--- src/inc/rdf_pkg.sv ---
// constants, register map and field layouts of the recorder data block framer
package rdf_pkg;
    // ************************************************************
    // block geometry
    // ************************************************************
    localparam int          BLOCK_WORDS    = 2048;
    localparam int          SESSION_WORDS  = 8;
    localparam int          CHAN_HDR_WORDS = 5;
    localparam int          WORD_BITS      = 24;
    localparam logic [23:0] SYNC_LOW       = 24'h36e19c;
    localparam logic [4:0]  SYNC_HIGH      = 5'h09;
    localparam logic [23:0] FILL_WORD      = 24'hffffff;
    localparam logic [10:0] MAX_WORD_COUNT = 11'h7f8;

    // ************************************************************
    // session word 6 / 7 field positions
    // ************************************************************
    localparam int ORIGIN_POS    = 23;
    localparam int CHCOUNT_LSB   = 19;
    localparam int SPARE_PAIR_LSB = 17;
    localparam int START_SEC_LSB = 0;
    localparam int USER_LSB      = 16;
    localparam int SPARE_TEN_LSB = 6;

    // ************************************************************
    // timing
    // ************************************************************
    localparam longint SECOND_NS     = 1000000000;
    localparam longint CLK_PERIOD_NS = 20;
    localparam int     SECOND_CYCLES = int'(SECOND_NS / CLK_PERIOD_NS);

    // ************************************************************
    // register byte addresses
    // ************************************************************
    localparam logic [7:0] CTRL_ADDR      = 8'h00;
    localparam logic [7:0] MCLK_ADDR      = 8'h04;
    localparam logic [7:0] DIVISOR_ADDR   = 8'h08;
    localparam logic [7:0] CHCOUNT_ADDR   = 8'h0c;
    localparam logic [7:0] START_SEC_ADDR = 8'h10;
    localparam logic [7:0] USER_ADDR      = 8'h14;
    localparam logic [7:0] REVISION_ADDR  = 8'h18;
    localparam logic [7:0] DATE_ADDR      = 8'h1c;
    localparam logic [7:0] TIME_ADDR      = 8'h20;
    localparam logic [7:0] BLKCNT_ADDR    = 8'h24;
    localparam logic [7:0] STATUS_ADDR    = 8'h28;
    localparam logic [7:0] CHCFG_BASE     = 8'h40;

    // control bits
    localparam int CTRL_RECORD = 0;
    localparam int CTRL_START  = 1;
    localparam int CTRL_ORIGIN = 2;

    // reset values
    localparam logic [5:0] REVISION_RESET = 6'h01;

    typedef enum logic [2:0] {
        RDF_IDLE, RDF_SESSION, RDF_CH_SETUP, RDF_CH_HDR, RDF_CH_DATA, RDF_FILL
    } rdf_state_e;
endpackage

--- src/hw/rdf_framer.sv ---
// recorder data block framer: session header, channel packets, sample packing, fill
//
// Chosen here: strobed register access and the placing of the registers.
`timescale 1ns/1ps
// What this block does
// - every block is 2048 words of 24 bits, opening with eight session words.
// - session word 0 holds low 24 sync bits, constant 36e19c.
// - session word 1 bits 23..19 hold sync top bits 01001.
// - session word 1 bits 18..0 hold master clock rate in 250 Hz steps.
// - session word 2 counts blocks; cleared at session start, wraps on overflow.
// - session word 3 carries BCD date, refreshed once a second while recording.
// - session word 4 carries BCD time of day, refreshed once a second while recording.
// - session word 5 holds the block marker divisor.
// - session word 6 bit 23 is one for an internal master clock.
// - session word 6 bits 22..19 hold active channels minus one.
// - the two spare bits of session word 6 are always zero.
// - session word 6 bits 16..0 hold session start seconds since midnight.
// - session word 7 bits 23..16 hold a user value writable any time.
// - session word 7 bits 15..6 are always zero.
// - session word 7 bits 5..0 hold the format revision.
// - each active channel has a packet with five header words, first at word 8.
// - packets go out in ascending logical channel order.
// - channel header word 0 bits 23..20 hold the physical slot.
// - channel header word 0 bits 19..16 hold the sample width code.
// - channel header word 0 bits 15..5 hold the full word count, 0..2040.
// - a channel that does not fit still reports its full intended count.
// - channel header word 0 bits 4..0 hold the leftover sample status.
// - after the last packet the block is padded with all-ones words.
// - samples pack from the msb down, a sample that does not fit splits.
module rdf_framer #(
    parameter int NUM_CH      = 16,
    parameter int TICK_CYCLES = rdf_pkg::SECOND_CYCLES
) (
    input  wire logic        sys_clk_i,
    input  wire logic        reset_i,
    input  wire logic [7:0]  addr_i,
    input  wire logic [31:0] wr_data_i,
    input  wire logic        wr_i,
    input  wire logic        rd_i,
    output logic      [31:0] rd_data_o,
    input  wire logic        block_go_i,
    input  wire logic        sample_valid_i,
    input  wire logic [23:0] sample_i,
    output logic             sample_ready_o,
    output logic      [3:0]  sample_chan_o,
    output logic      [23:0] word_o,
    output logic             word_valid_o,
    output logic             block_start_o
);
    import rdf_pkg::*;

    // ************************************************************
    // software registers
    // ************************************************************
    logic        record_en;
    logic        master_clock_origin_flag;
    logic [18:0] master_clock_rate;
    logic [23:0] block_marker_divisor;
    logic [3:0]  active_m1;
    logic [16:0] session_start_seconds;
    logic [7:0]  user_value;
    logic [5:0]  format_revision;
    logic [23:0] date_shadow;
    logic [23:0] time_shadow;
    logic [23:0] date_bcd_field;
    logic [23:0] time_of_day_bcd_field;
    logic [23:0] block_sequence_counter;
    logic [31:0] chan_cfg [NUM_CH];
    logic        session_start;

    rdf_state_e  state;
    logic [10:0] pos;
    logic [2:0]  widx;
    logic [3:0]  ch;
    logic        block_end;

    assign session_start = wr_i && addr_i == CTRL_ADDR && wr_data_i[CTRL_START];

    // control and session fields; the user value may change mid-block
    always_ff @(posedge sys_clk_i) begin
        if (reset_i) begin
            record_en                <= 1'b0;
            master_clock_origin_flag <= 1'b0;
            master_clock_rate        <= 19'h0;
            block_marker_divisor     <= 24'h0;
            active_m1                <= 4'h0;
            session_start_seconds    <= 17'h0;
            user_value               <= 8'h0;
            format_revision          <= REVISION_RESET;
            date_shadow              <= 24'h0;
            time_shadow              <= 24'h0;
        end else if (wr_i) begin
            case (addr_i)
                CTRL_ADDR: begin
                    record_en                <= wr_data_i[CTRL_RECORD];
                    master_clock_origin_flag <= wr_data_i[CTRL_ORIGIN];
                end
                MCLK_ADDR:      master_clock_rate     <= wr_data_i[18:0];
                DIVISOR_ADDR:   block_marker_divisor  <= wr_data_i[23:0];
                CHCOUNT_ADDR:   active_m1             <= wr_data_i[3:0];
                START_SEC_ADDR: session_start_seconds <= wr_data_i[16:0];
                USER_ADDR:      user_value            <= wr_data_i[7:0];
                REVISION_ADDR:  format_revision       <= wr_data_i[5:0];
                DATE_ADDR:      date_shadow           <= wr_data_i[23:0];
                TIME_ADDR:      time_shadow           <= wr_data_i[23:0];
                default: ;
            endcase
        end
    end

    // per-channel config: [31:28] slot, [27:24] width code, [15:0] intended samples
    for (genvar g = 0; g < NUM_CH; g++) begin : g_cfg
        always_ff @(posedge sys_clk_i) begin
            if (reset_i) begin
                chan_cfg[g] <= 32'h0;
            end else if (wr_i && addr_i == CHCFG_BASE + 8'(4 * g)) begin
                chan_cfg[g] <= wr_data_i;
            end
        end
    end

    // read port: data valid from the cycle after the strobe until the next read, unmapped reads zero
    always_ff @(posedge sys_clk_i) begin
        if (reset_i) begin
            rd_data_o <= 32'h0;
        end else if (rd_i) begin
            rd_data_o <= 32'h0;
            case (addr_i)
                CTRL_ADDR:      rd_data_o <= {29'h0, master_clock_origin_flag, 1'b0, record_en};
                MCLK_ADDR:      rd_data_o <= {13'h0, master_clock_rate};
                DIVISOR_ADDR:   rd_data_o <= {8'h0, block_marker_divisor};
                CHCOUNT_ADDR:   rd_data_o <= {28'h0, active_m1};
                START_SEC_ADDR: rd_data_o <= {15'h0, session_start_seconds};
                USER_ADDR:      rd_data_o <= {24'h0, user_value};
                REVISION_ADDR:  rd_data_o <= {26'h0, format_revision};
                DATE_ADDR:      rd_data_o <= {8'h0, date_shadow};
                TIME_ADDR:      rd_data_o <= {8'h0, time_shadow};
                BLKCNT_ADDR:    rd_data_o <= {8'h0, block_sequence_counter};
                STATUS_ADDR:    rd_data_o <= {27'h0, ch, state != RDF_IDLE}; // busy in bit 0, channel above it
                default: begin
                    for (int i = 0; i < NUM_CH; i++) begin
                        if (addr_i == CHCFG_BASE + 8'(4 * i)) begin
                            rd_data_o <= chan_cfg[i];
                        end
                    end
                end
            endcase
        end
    end

    // ************************************************************
    // one-second refresh of date and time
    // ************************************************************
    logic [31:0] tick_cnt;
    logic        sec_tick;

    // free running divider; the pulse is a clock enable, not a clock
    always_ff @(posedge sys_clk_i) begin
        if (reset_i || tick_cnt == 32'(TICK_CYCLES - 1)) begin
            tick_cnt <= 32'h0;
        end else begin
            tick_cnt <= tick_cnt + 32'h1;
        end
    end
    assign sec_tick = tick_cnt == 32'(TICK_CYCLES - 1);

    // header copies only move on the tick or a session start, so a block never sees a half-written value
    always_ff @(posedge sys_clk_i) begin
        if (reset_i) begin
            date_bcd_field        <= 24'h0;
            time_of_day_bcd_field <= 24'h0;
        end else if (session_start || (sec_tick && record_en)) begin
            date_bcd_field        <= date_shadow;
            time_of_day_bcd_field <= time_shadow;
        end
    end

    // block numbering restarts with each session, otherwise wraps freely
    always_ff @(posedge sys_clk_i) begin
        if (reset_i || session_start) begin
            block_sequence_counter <= 24'h0;
        end else if (block_end) begin
            block_sequence_counter <= block_sequence_counter + 24'h1;
        end
    end

    // ************************************************************
    // channel geometry
    // ************************************************************
    logic [3:0]  cur_slot;
    logic [3:0]  cur_code;
    logic [4:0]  cur_w;
    logic [10:0] cur_wc;
    logic [4:0]  cur_rem;
    logic [4:0]  cur_pws;
    logic [15:0] samples_left;
    logic [4:0]  cfg_w;
    logic [20:0] cfg_bits;
    logic [20:0] cfg_words;
    logic [20:0] cfg_rem;
    logic [4:0]  cfg_unused;

    // width code to bits: 0..7 give 1..8, 8..15 give 10..24 in steps of two
    always_comb begin
        logic [3:0] code;
        code = chan_cfg[ch][27:24];
        if (code < 4'h8) begin
            cfg_w = 5'(code) + 5'h1;
        end else begin
            cfg_w = 5'({code - 4'h7, 1'b0}) + 5'h8;
        end
        cfg_bits   = 21'(chan_cfg[ch][15:0]) * 21'(cfg_w);
        cfg_words  = cfg_bits / 21'(WORD_BITS);
        cfg_rem    = cfg_bits - cfg_words * 21'(WORD_BITS);
        cfg_unused = 5'(WORD_BITS) - cfg_rem[4:0];
    end

    // ************************************************************
    // sample packer
    // ************************************************************
    logic [47:0] acc;
    logic [5:0]  fill;
    logic        pw_phase;
    logic        pack_emit;
    logic        take;
    logic [23:0] pack_word;
    logic [5:0]  shamt;

    // the partial word leads, so it holds the oldest samples of the channel
    assign pack_emit = pw_phase ? fill >= 6'(cur_rem) : fill >= 6'(WORD_BITS);
    assign take      = sample_ready_o && sample_valid_i;
    assign shamt     = 6'd48 - fill - 6'(cur_w);
    assign pack_word = pw_phase ? (acc[47:24] & ~(24'hffffff >> cur_rem)) : acc[47:24];

    // bits fill from the msb down; a sample crossing a word edge is split there
    always_ff @(posedge sys_clk_i) begin
        if (reset_i || state == RDF_CH_SETUP) begin
            acc  <= 48'h0;
            fill <= 6'h0;
        end else if (state == RDF_CH_DATA && pack_emit) begin
            acc  <= pw_phase ? acc << cur_rem : acc << WORD_BITS;
            fill <= pw_phase ? fill - 6'(cur_rem) : fill - 6'(WORD_BITS);
        end else if (take) begin
            acc  <= acc | ((48'(sample_i) & ~(48'hffffffffffff << cur_w)) << shamt);
            fill <= fill + 6'(cur_w);
        end
    end

    // ready is raised at most every other cycle so the flop output always reflects current fill
    always_ff @(posedge sys_clk_i) begin
        if (reset_i) begin
            sample_ready_o <= 1'b0;
        end else begin
            sample_ready_o <= state == RDF_CH_DATA && !sample_ready_o && !pack_emit
                              && samples_left != 16'h0 && pos != 11'(BLOCK_WORDS - 1);
        end
    end

    // ************************************************************
    // block sequencer
    // ************************************************************
    logic        emit;
    logic [23:0] next_word;
    logic        last_word;

    // one word per emitting cycle, in fixed block order
    always_comb begin
        emit      = 1'b0;
        next_word = FILL_WORD;
        case (state)
            RDF_SESSION: begin
                emit = 1'b1;
                case (widx)
                    3'd0: next_word = SYNC_LOW;
                    3'd1: next_word = {SYNC_HIGH, master_clock_rate};
                    3'd2: next_word = block_sequence_counter;
                    3'd3: next_word = date_bcd_field;
                    3'd4: next_word = time_of_day_bcd_field;
                    3'd5: next_word = block_marker_divisor;
                    3'd6: next_word = {master_clock_origin_flag, active_m1, 2'b00, session_start_seconds};
                    default: next_word = {user_value, 10'h0, format_revision};
                endcase
            end
            RDF_CH_HDR: begin
                emit      = 1'b1;
                next_word = (widx == 3'd0) ? {cur_slot, cur_code, cur_wc, cur_pws} : 24'h0;
            end
            RDF_CH_DATA: begin
                emit      = pack_emit;
                next_word = pack_word;
            end
            RDF_FILL: begin
                emit      = 1'b1;
                next_word = FILL_WORD;
            end
            default: ;
        endcase
    end

    assign last_word = emit && pos == 11'(BLOCK_WORDS - 1);
    assign block_end = last_word;

    // stream outputs come straight from flops
    always_ff @(posedge sys_clk_i) begin
        if (reset_i) begin
            word_o        <= 24'h0;
            word_valid_o  <= 1'b0;
            block_start_o <= 1'b0;
            sample_chan_o <= 4'h0;
        end else begin
            word_o        <= next_word;
            word_valid_o  <= emit;
            block_start_o <= emit && pos == 11'h0;
            sample_chan_o <= ch;
        end
    end

    // walks session words, channel packets in ascending order, then fill
    always_ff @(posedge sys_clk_i) begin
        if (reset_i) begin
            state        <= RDF_IDLE;
            pos          <= 11'h0;
            widx         <= 3'h0;
            ch           <= 4'h0;
            pw_phase     <= 1'b0;
            samples_left <= 16'h0;
            cur_slot     <= 4'h0;
            cur_code     <= 4'h0;
            cur_w        <= 5'h1;
            cur_wc       <= 11'h0;
            cur_rem      <= 5'h0;
            cur_pws      <= 5'h0;
        end else begin
            if (emit) begin
                pos <= pos + 11'h1;
            end
            if (take) begin
                samples_left <= samples_left - 16'h1;
            end
            if (last_word) begin
                state <= RDF_IDLE;
                pos   <= 11'h0;
            end else begin
                case (state)
                    RDF_IDLE: begin
                        if (block_go_i && record_en) begin
                            state <= RDF_SESSION;
                            widx  <= 3'h0;
                        end
                    end
                    RDF_SESSION: begin
                        widx <= widx + 3'h1;
                        if (widx == 3'(SESSION_WORDS - 1)) begin
                            ch    <= 4'h0;
                            state <= RDF_CH_SETUP;
                        end
                    end
                    RDF_CH_SETUP: begin
                        cur_slot     <= chan_cfg[ch][31:28];
                        cur_code     <= chan_cfg[ch][27:24];
                        cur_w        <= cfg_w;
                        cur_wc       <= cfg_words[10:0];
                        cur_rem      <= cfg_rem[4:0];
                        cur_pws      <= (cfg_rem[4:0] < cfg_w) ? 5'h0
                                        : 5'((6'(cfg_unused) + 6'(cfg_w) - 6'h1) / 6'(cfg_w));
                        samples_left <= chan_cfg[ch][15:0];
                        pw_phase     <= 1'b1;
                        widx         <= 3'h0;
                        state        <= RDF_CH_HDR;
                    end
                    RDF_CH_HDR: begin
                        widx <= widx + 3'h1;
                        if (widx == 3'(CHAN_HDR_WORDS - 2)) begin
                            state <= RDF_CH_DATA; // fifth header word is the partial word
                        end
                    end
                    RDF_CH_DATA: begin
                        if (pack_emit) begin
                            pw_phase <= 1'b0;
                        end else if (samples_left == 16'h0 && !pw_phase && !sample_ready_o) begin
                            if (ch == active_m1) begin
                                state <= RDF_FILL;
                            end else begin
                                ch    <= ch + 4'h1;
                                state <= RDF_CH_SETUP;
                            end
                        end
                    end
                    RDF_FILL: ;
                    default: state <= RDF_IDLE;
                endcase
            end
        end
    end

    // ************************************************************
    // assertions
    // ************************************************************
    logic [11:0] out_cnt;

    always_ff @(posedge sys_clk_i) begin
        if (reset_i || block_start_o) begin
            out_cnt <= {11'h0, block_start_o};
        end else if (word_valid_o) begin
            out_cnt <= out_cnt + 12'h1;
        end
    end

    block_length_a: assert property (@(posedge sys_clk_i) disable iff (reset_i)
        block_start_o && out_cnt != 12'h0 |-> out_cnt == 12'(BLOCK_WORDS))
        else $error("block not 2048 words");
    sync_word_a: assert property (@(posedge sys_clk_i) disable iff (reset_i)
        block_start_o |-> word_o == SYNC_LOW)
        else $error("block does not open with sync");
    sync_high_a: assert property (@(posedge sys_clk_i) disable iff (reset_i)
        block_start_o ##1 word_valid_o |-> word_o[23:19] == SYNC_HIGH)
        else $error("sync high bits wrong");
    blk_count_a: assert property (@(posedge sys_clk_i) disable iff (reset_i || session_start)
        block_end |=> block_sequence_counter == $past(block_sequence_counter) + 24'h1)
        else $error("block counter did not step");
    word6_spare_a: assert property (@(posedge sys_clk_i) disable iff (reset_i)
        block_start_o ##6 word_valid_o |-> word_o[18:17] == 2'b00)
        else $error("session word 6 spare nonzero");
    word7_spare_a: assert property (@(posedge sys_clk_i) disable iff (reset_i)
        block_start_o ##7 word_valid_o |-> word_o[15:6] == 10'h0 && word_o[5:0] == format_revision)
        else $error("session word 7 layout wrong");
    fill_ones_a: assert property (@(posedge sys_clk_i) disable iff (reset_i)
        state == RDF_FILL |=> word_valid_o && word_o == FILL_WORD)
        else $error("fill word not all ones");
    word_count_a: assert property (@(posedge sys_clk_i) disable iff (reset_i)
        state == RDF_CH_HDR && widx == 3'h0 |=> word_o[15:5] == cur_wc && cur_wc <= MAX_WORD_COUNT)
        else $error("word count field wrong");
    date_hold_a: assert property (@(posedge sys_clk_i) disable iff (reset_i)
        !sec_tick && !session_start |=> $stable(date_bcd_field))
        else $error("date changed off the second tick");

    block_seen_c: cover property (@(posedge sys_clk_i) disable iff (reset_i) block_end);
    fill_seen_c: cover property (@(posedge sys_clk_i) disable iff (reset_i) state == RDF_FILL ##1 block_end);
    split_seen_c: cover property (@(posedge sys_clk_i) disable iff (reset_i)
        take && fill + 6'(cur_w) > 6'(WORD_BITS));
    overflow_c: cover property (@(posedge sys_clk_i) disable iff (reset_i) state == RDF_CH_DATA && last_word);
endmodule

--- config.mk ---
export PLATFORM = sky130hd
export DESIGN_NAME = rdf_framer
export DESIGN_NICKNAME = d
export VERILOG_FILES = /design/src/inc/rdf_pkg.sv /design/src/hw/rdf_framer.sv
export SDC_FILE = /design/constraint.sdc
export NUM_CORES = 2
export LEC_CHECK = 0
export ABC_AREA = 1
export BUFFER_PORTS_ARGS = -buffer_cell sky130_fd_sc_hd__clkbuf_2
export CAP_MARGIN = 20
export CELL_PAD_IN_SITES_DETAIL_PLACEMENT = 1
export CELL_PAD_IN_SITES_GLOBAL_PLACEMENT = 2
export CORE_AREA = 10 10 422 321
export DETAILED_ROUTE_END_ITERATION = 7
export DIE_AREA = 0 0 432 331
export PLACE_DENSITY_LB_ADDON = 0.1
export SYNTH_ARGS = -nofsm -noshare
export SYNTH_HDL_FRONTEND = slang
export SYNTH_SLANG_ARGS = --single-unit
--- constraint.sdc ---
create_clock -name sys_clk_i -period 27.8 [get_ports sys_clk_i]
set_input_delay 2.78 -clock sys_clk_i [delete_from_list [all_inputs] [get_ports sys_clk_i]]
set_output_delay 2.78 -clock sys_clk_i [all_outputs]
set_load 0.02 [all_outputs]
==> metrics.md <==
| Metric | Value |
|---|---|
| Overall routing resource usage | `29.6%` |
| Tmin final | `roughly 20000 ps` |
| WL met2 | `95700 um` |
| Unrepaired setup endpoints after global routing | `no` |
| Critical path class | `reg -> reg` |
| Area of the multi-input gates | `~24000 um^2` |
| Slew Limit Fails | `0` |
| Main flop type after synthesis | `edfxtp_1` |
| Post-Synth Simple-Gate Area | `between 10% and 20%` |
| Critical Path Sink Type | `flop` |
| Post-synthesis mux area share | `just over 1%` |
| Most used cell, CP | `nand2_1` |
| CTS Root Cell | `clkbuf_16` |
| Post-Syn Area per Cell | `just under 8 um^2` |
| First-pass GRT wire length | `approximately 320000 um` |
| Met1 wire length | `between 90000 and 100000 um` |
| Post-Syn Instances | `around 6500` |
| Crit path required time | `~28000 ps` |
| Row count | `114` |
| Syn_nets | `approximately 6800` |
| Post-CTS Setup Repair Bufs | `0` |
| Area share of fa/ha/maj cells after synthesis | `under 10%` |
| Synth warn | `0` |
| Sequential fraction of the synthesis area | `46.1%` |
| Post-synth EDFFs | `512` |
| Initial DRT Pass Iterations | `6` |
| Detailed-route DRC error count | `0` |
| Yosys reg bits | `roughly 940` |
| Crit-path max cell delay | `approximately 760 ps` |
| Filler cells | `around 15000` |
| Top routing layer in use | `met5` |
| CP max FO | `80` |
| Sequential Area | `around 24000 um^2` |
| Critical Path Start Type | `flop` |
| TNS Setup | `0 ps` |
| Die area | `roughly 140000 um^2` |
| Vias per Instance | `roughly 6` |
| Synth top area share | `around 30%` |
| Post-synthesis xor/xnor area fraction | `less than 1%` |
| Final nets | `6678` |
| Top cells by area, synth | `edfxtp_1, dfxtp_1, o21ai_0` |
| Metal3 WL | `~16000 um` |
| Clock Tree Buf Depth | `3` |
| Routed len/inst | `between 20 and 30 um` |
| Total CTS buffers | `about 100` |
| Netlist cell types | `a little over 60` |
| CTS tree | `built` |
| Outcome | `complete, no violations` |
| CTS-repair resized insts | `0` |
| Post-DP HPWL | `154000 um` |
| H-Tree Depth | `3` |
| Final Cycle Share | `a little under three quarters` |
| TritonCTS Sinks | `between 900 and 1000` |
| Clk_lat worst skew | `760 ps` |
| Worst hold path class | `reg -> reg` |
| Die height | `approximately 330 um` |
| Slowest cell on crit path | `buf_4` |
| Final Hold Vio Count | `0` |
| Number of global-route vias before repair | `slightly below 50000` |
| Worst-margin pin slew | `around 1200 ps` |
| Slew Limit Headroom | `between 20% and 30%` |
| Cell Area, Synth | `a little over 50000 um^2` |
| Depth of the worst hold-timing path | `2` |
| Initial antenna violation count | `5` |
| Reg2reg end | `cur_pws[0]` |
| Reg2reg setup slack | `8100 ps` |
| Synth cell count leaders | `nand2_1, nor2_1, o21ai_0, inv_1, edfxtp_1` |
| Fraction of layout cells with a size suffix above 1 | `under 10%` |
| Io pins | `roughly 130` |
| Max Fclk | `about 51 MHz` |
| Starting Density | `approximately two fifths` |
| Core area | `roughly 130000 um^2` |
| GRT overflow | `0` |
| Compound-gate portion of the synthesized area | `20.4%` |
| Final ANT Viol Nets | `0` |
| Largest net degree at the start of global routing | `around 200` |
| Cts hold-fix bufs | `0` |
| Max Cap Viol | `0` |
| Area Overhead vs Synth | `11.3%` |
| Async set or reset register ratio after synthesis | `0%` |
| Dominant cell type by area after synthesis | `edfxtp_1` |
| Clock transition at path regs | `60 ps` |
| Routability Congestion | `0.925` |
| Min-Delay Endpoint | `pos[5]` |
| R2R depth | `roughly 120` |
| Worst hold path startpoint | `pos[5]` |
| I/O Buffers | `132` |
| Chip width | `roughly 430 um` |
| Largest family of logic cells by synthesized area | `compound AO/OA/AOI/OAI gates` |
| Setup-failing EPs final | `0` |
| Critical Path AT | `just over 20000 ps` |
| DR vias | `~49000` |
| Layout Skew | `approximately 70 ps` |
| Count leader, synth | `nand2_1` |
| WL final | `between 200000 and 250000 um` |
| Initial drt markers | `~4600` |
==> cell usage in the layout, fill, tap and decap left out, types with 10 or more instances in the layout <==
cell type,synthesis,final
a31oi_1,29,29
fa_1,47,47
o211ai_1,126,126
a21oi_1,436,436
ha_1,94,94
nor3_1,77,77
nand3_2,12,12
nand3_1,173,173
a41oi_1,27,27
a22o_1,10,10
clkinv_1,29,46
o221ai_1,63,63
o21ai_1,13,11
o2111ai_1,35,35
o21ai_4,0,15
nand4_1,81,81
edfxtp_1,512,512
clkbuf_1,415,16
inv_1,590,588
clkinv_2,0,18
o21bai_1,11,11
dfxtp_1,425,421
xor2_1,41,40
xnor2_1,18,18
nor4_1,15,15
buf_4,0,123
o21ai_0,785,770
nor2_1,1030,1009
clkbuf_2,0,131
a221oi_1,66,66
nor2_2,7,23
nand2_1,1044,1041
nand2_2,10,13
o22ai_1,78,78
nor3b_1,23,23
clkbuf_16,0,105
a2111oi_0,11,11
a211oi_1,39,39
mux2i_1,53,53
==> worst max-delay path: cells and delay by family (launching register included) <==
kind	cells	cell delay, ps
AND/OR/NAND/NOR	66	7080
XOR/XNOR	2	360
adder cells (fa/ha/maj)	14	4920
buffers and inverters	14	2930
flip-flops	1	470
AO/OA/AOI/OAI	25	3730
==> final cells by class <==
cell class                 instances  area share, %
multi-input combinational       4538           41.9
clock buffer                     128           4.83
antenna                            4         0.0174
clock inverter                    64           1.17
sequential                       937           41.4
inverter                         627           4.10
timing repair buffer             260           2.90
tap                             1682           3.65
==> metrics by stage <==
stage               utilization, %  cell area, um^2  std cells  hold WS [ps]  worst slack (ps)
floorplan                        -            51800       6544           425             12100
global placement              42.4            54100       8038           438              9020
detailed placement            42.4            54200       8040           449              8090
CTS                           45.1            57600       8232           458              8060
global route                  45.2            57700       8236           483              5810
finish                        45.2            57700       8240           458              8100
==> layer usage <==
metal | vias to the layer above | global-route usage [%]
met5 | - | 0
met4 | 6 | 9.03
met3 | 369 | 6.12
met2 | 1692 | 46.3
met1 | 24800 | 41.0
li1 | 22400 | -
==> registers in the layout, indices dropped and copies added (netlist names), 19 cells and up, named ones only <==
register and count:
master_clock_rate 19, chan_cfg 512, rd_data_o 32, word_o 24
block_marker_divisor 24, date_shadow 24, block_sequence_counter 24, date_bcd_field 24
acc 48, tick_cnt 32, time_of_day_bcd_field 24, time_shadow 24
==> cell families (layout without fill, tap and decap cells) <==
group,count (synthesis),count (layout)
AOI/OAI and AO/OA,1793,1793
xor gates and xnor gates,59,59
adders and majority gates,141,141
buffers and inverters,1069,1079
DFF,937,937
muxes,53,53
other,0,4
and+or+nand+nor,2492,2492
==> how the worst max path moves through the flow <==
stage                 endpoint  startpoint  slack (ps)
CTS                 cur_pws[0]        flop        8060
global route        cur_pws[0]        flop        5810
global placement    cur_pws[0]        flop        9020
detailed placement  cur_pws[0]        flop        8090
floorplan           cur_pws[0]        flop       12100
finish              cur_pws[0]        flop        8100
Power is left out: the tool's default activity adds up to more than one toggle a clock period on the data nets, which glitch-free logic cannot reach.
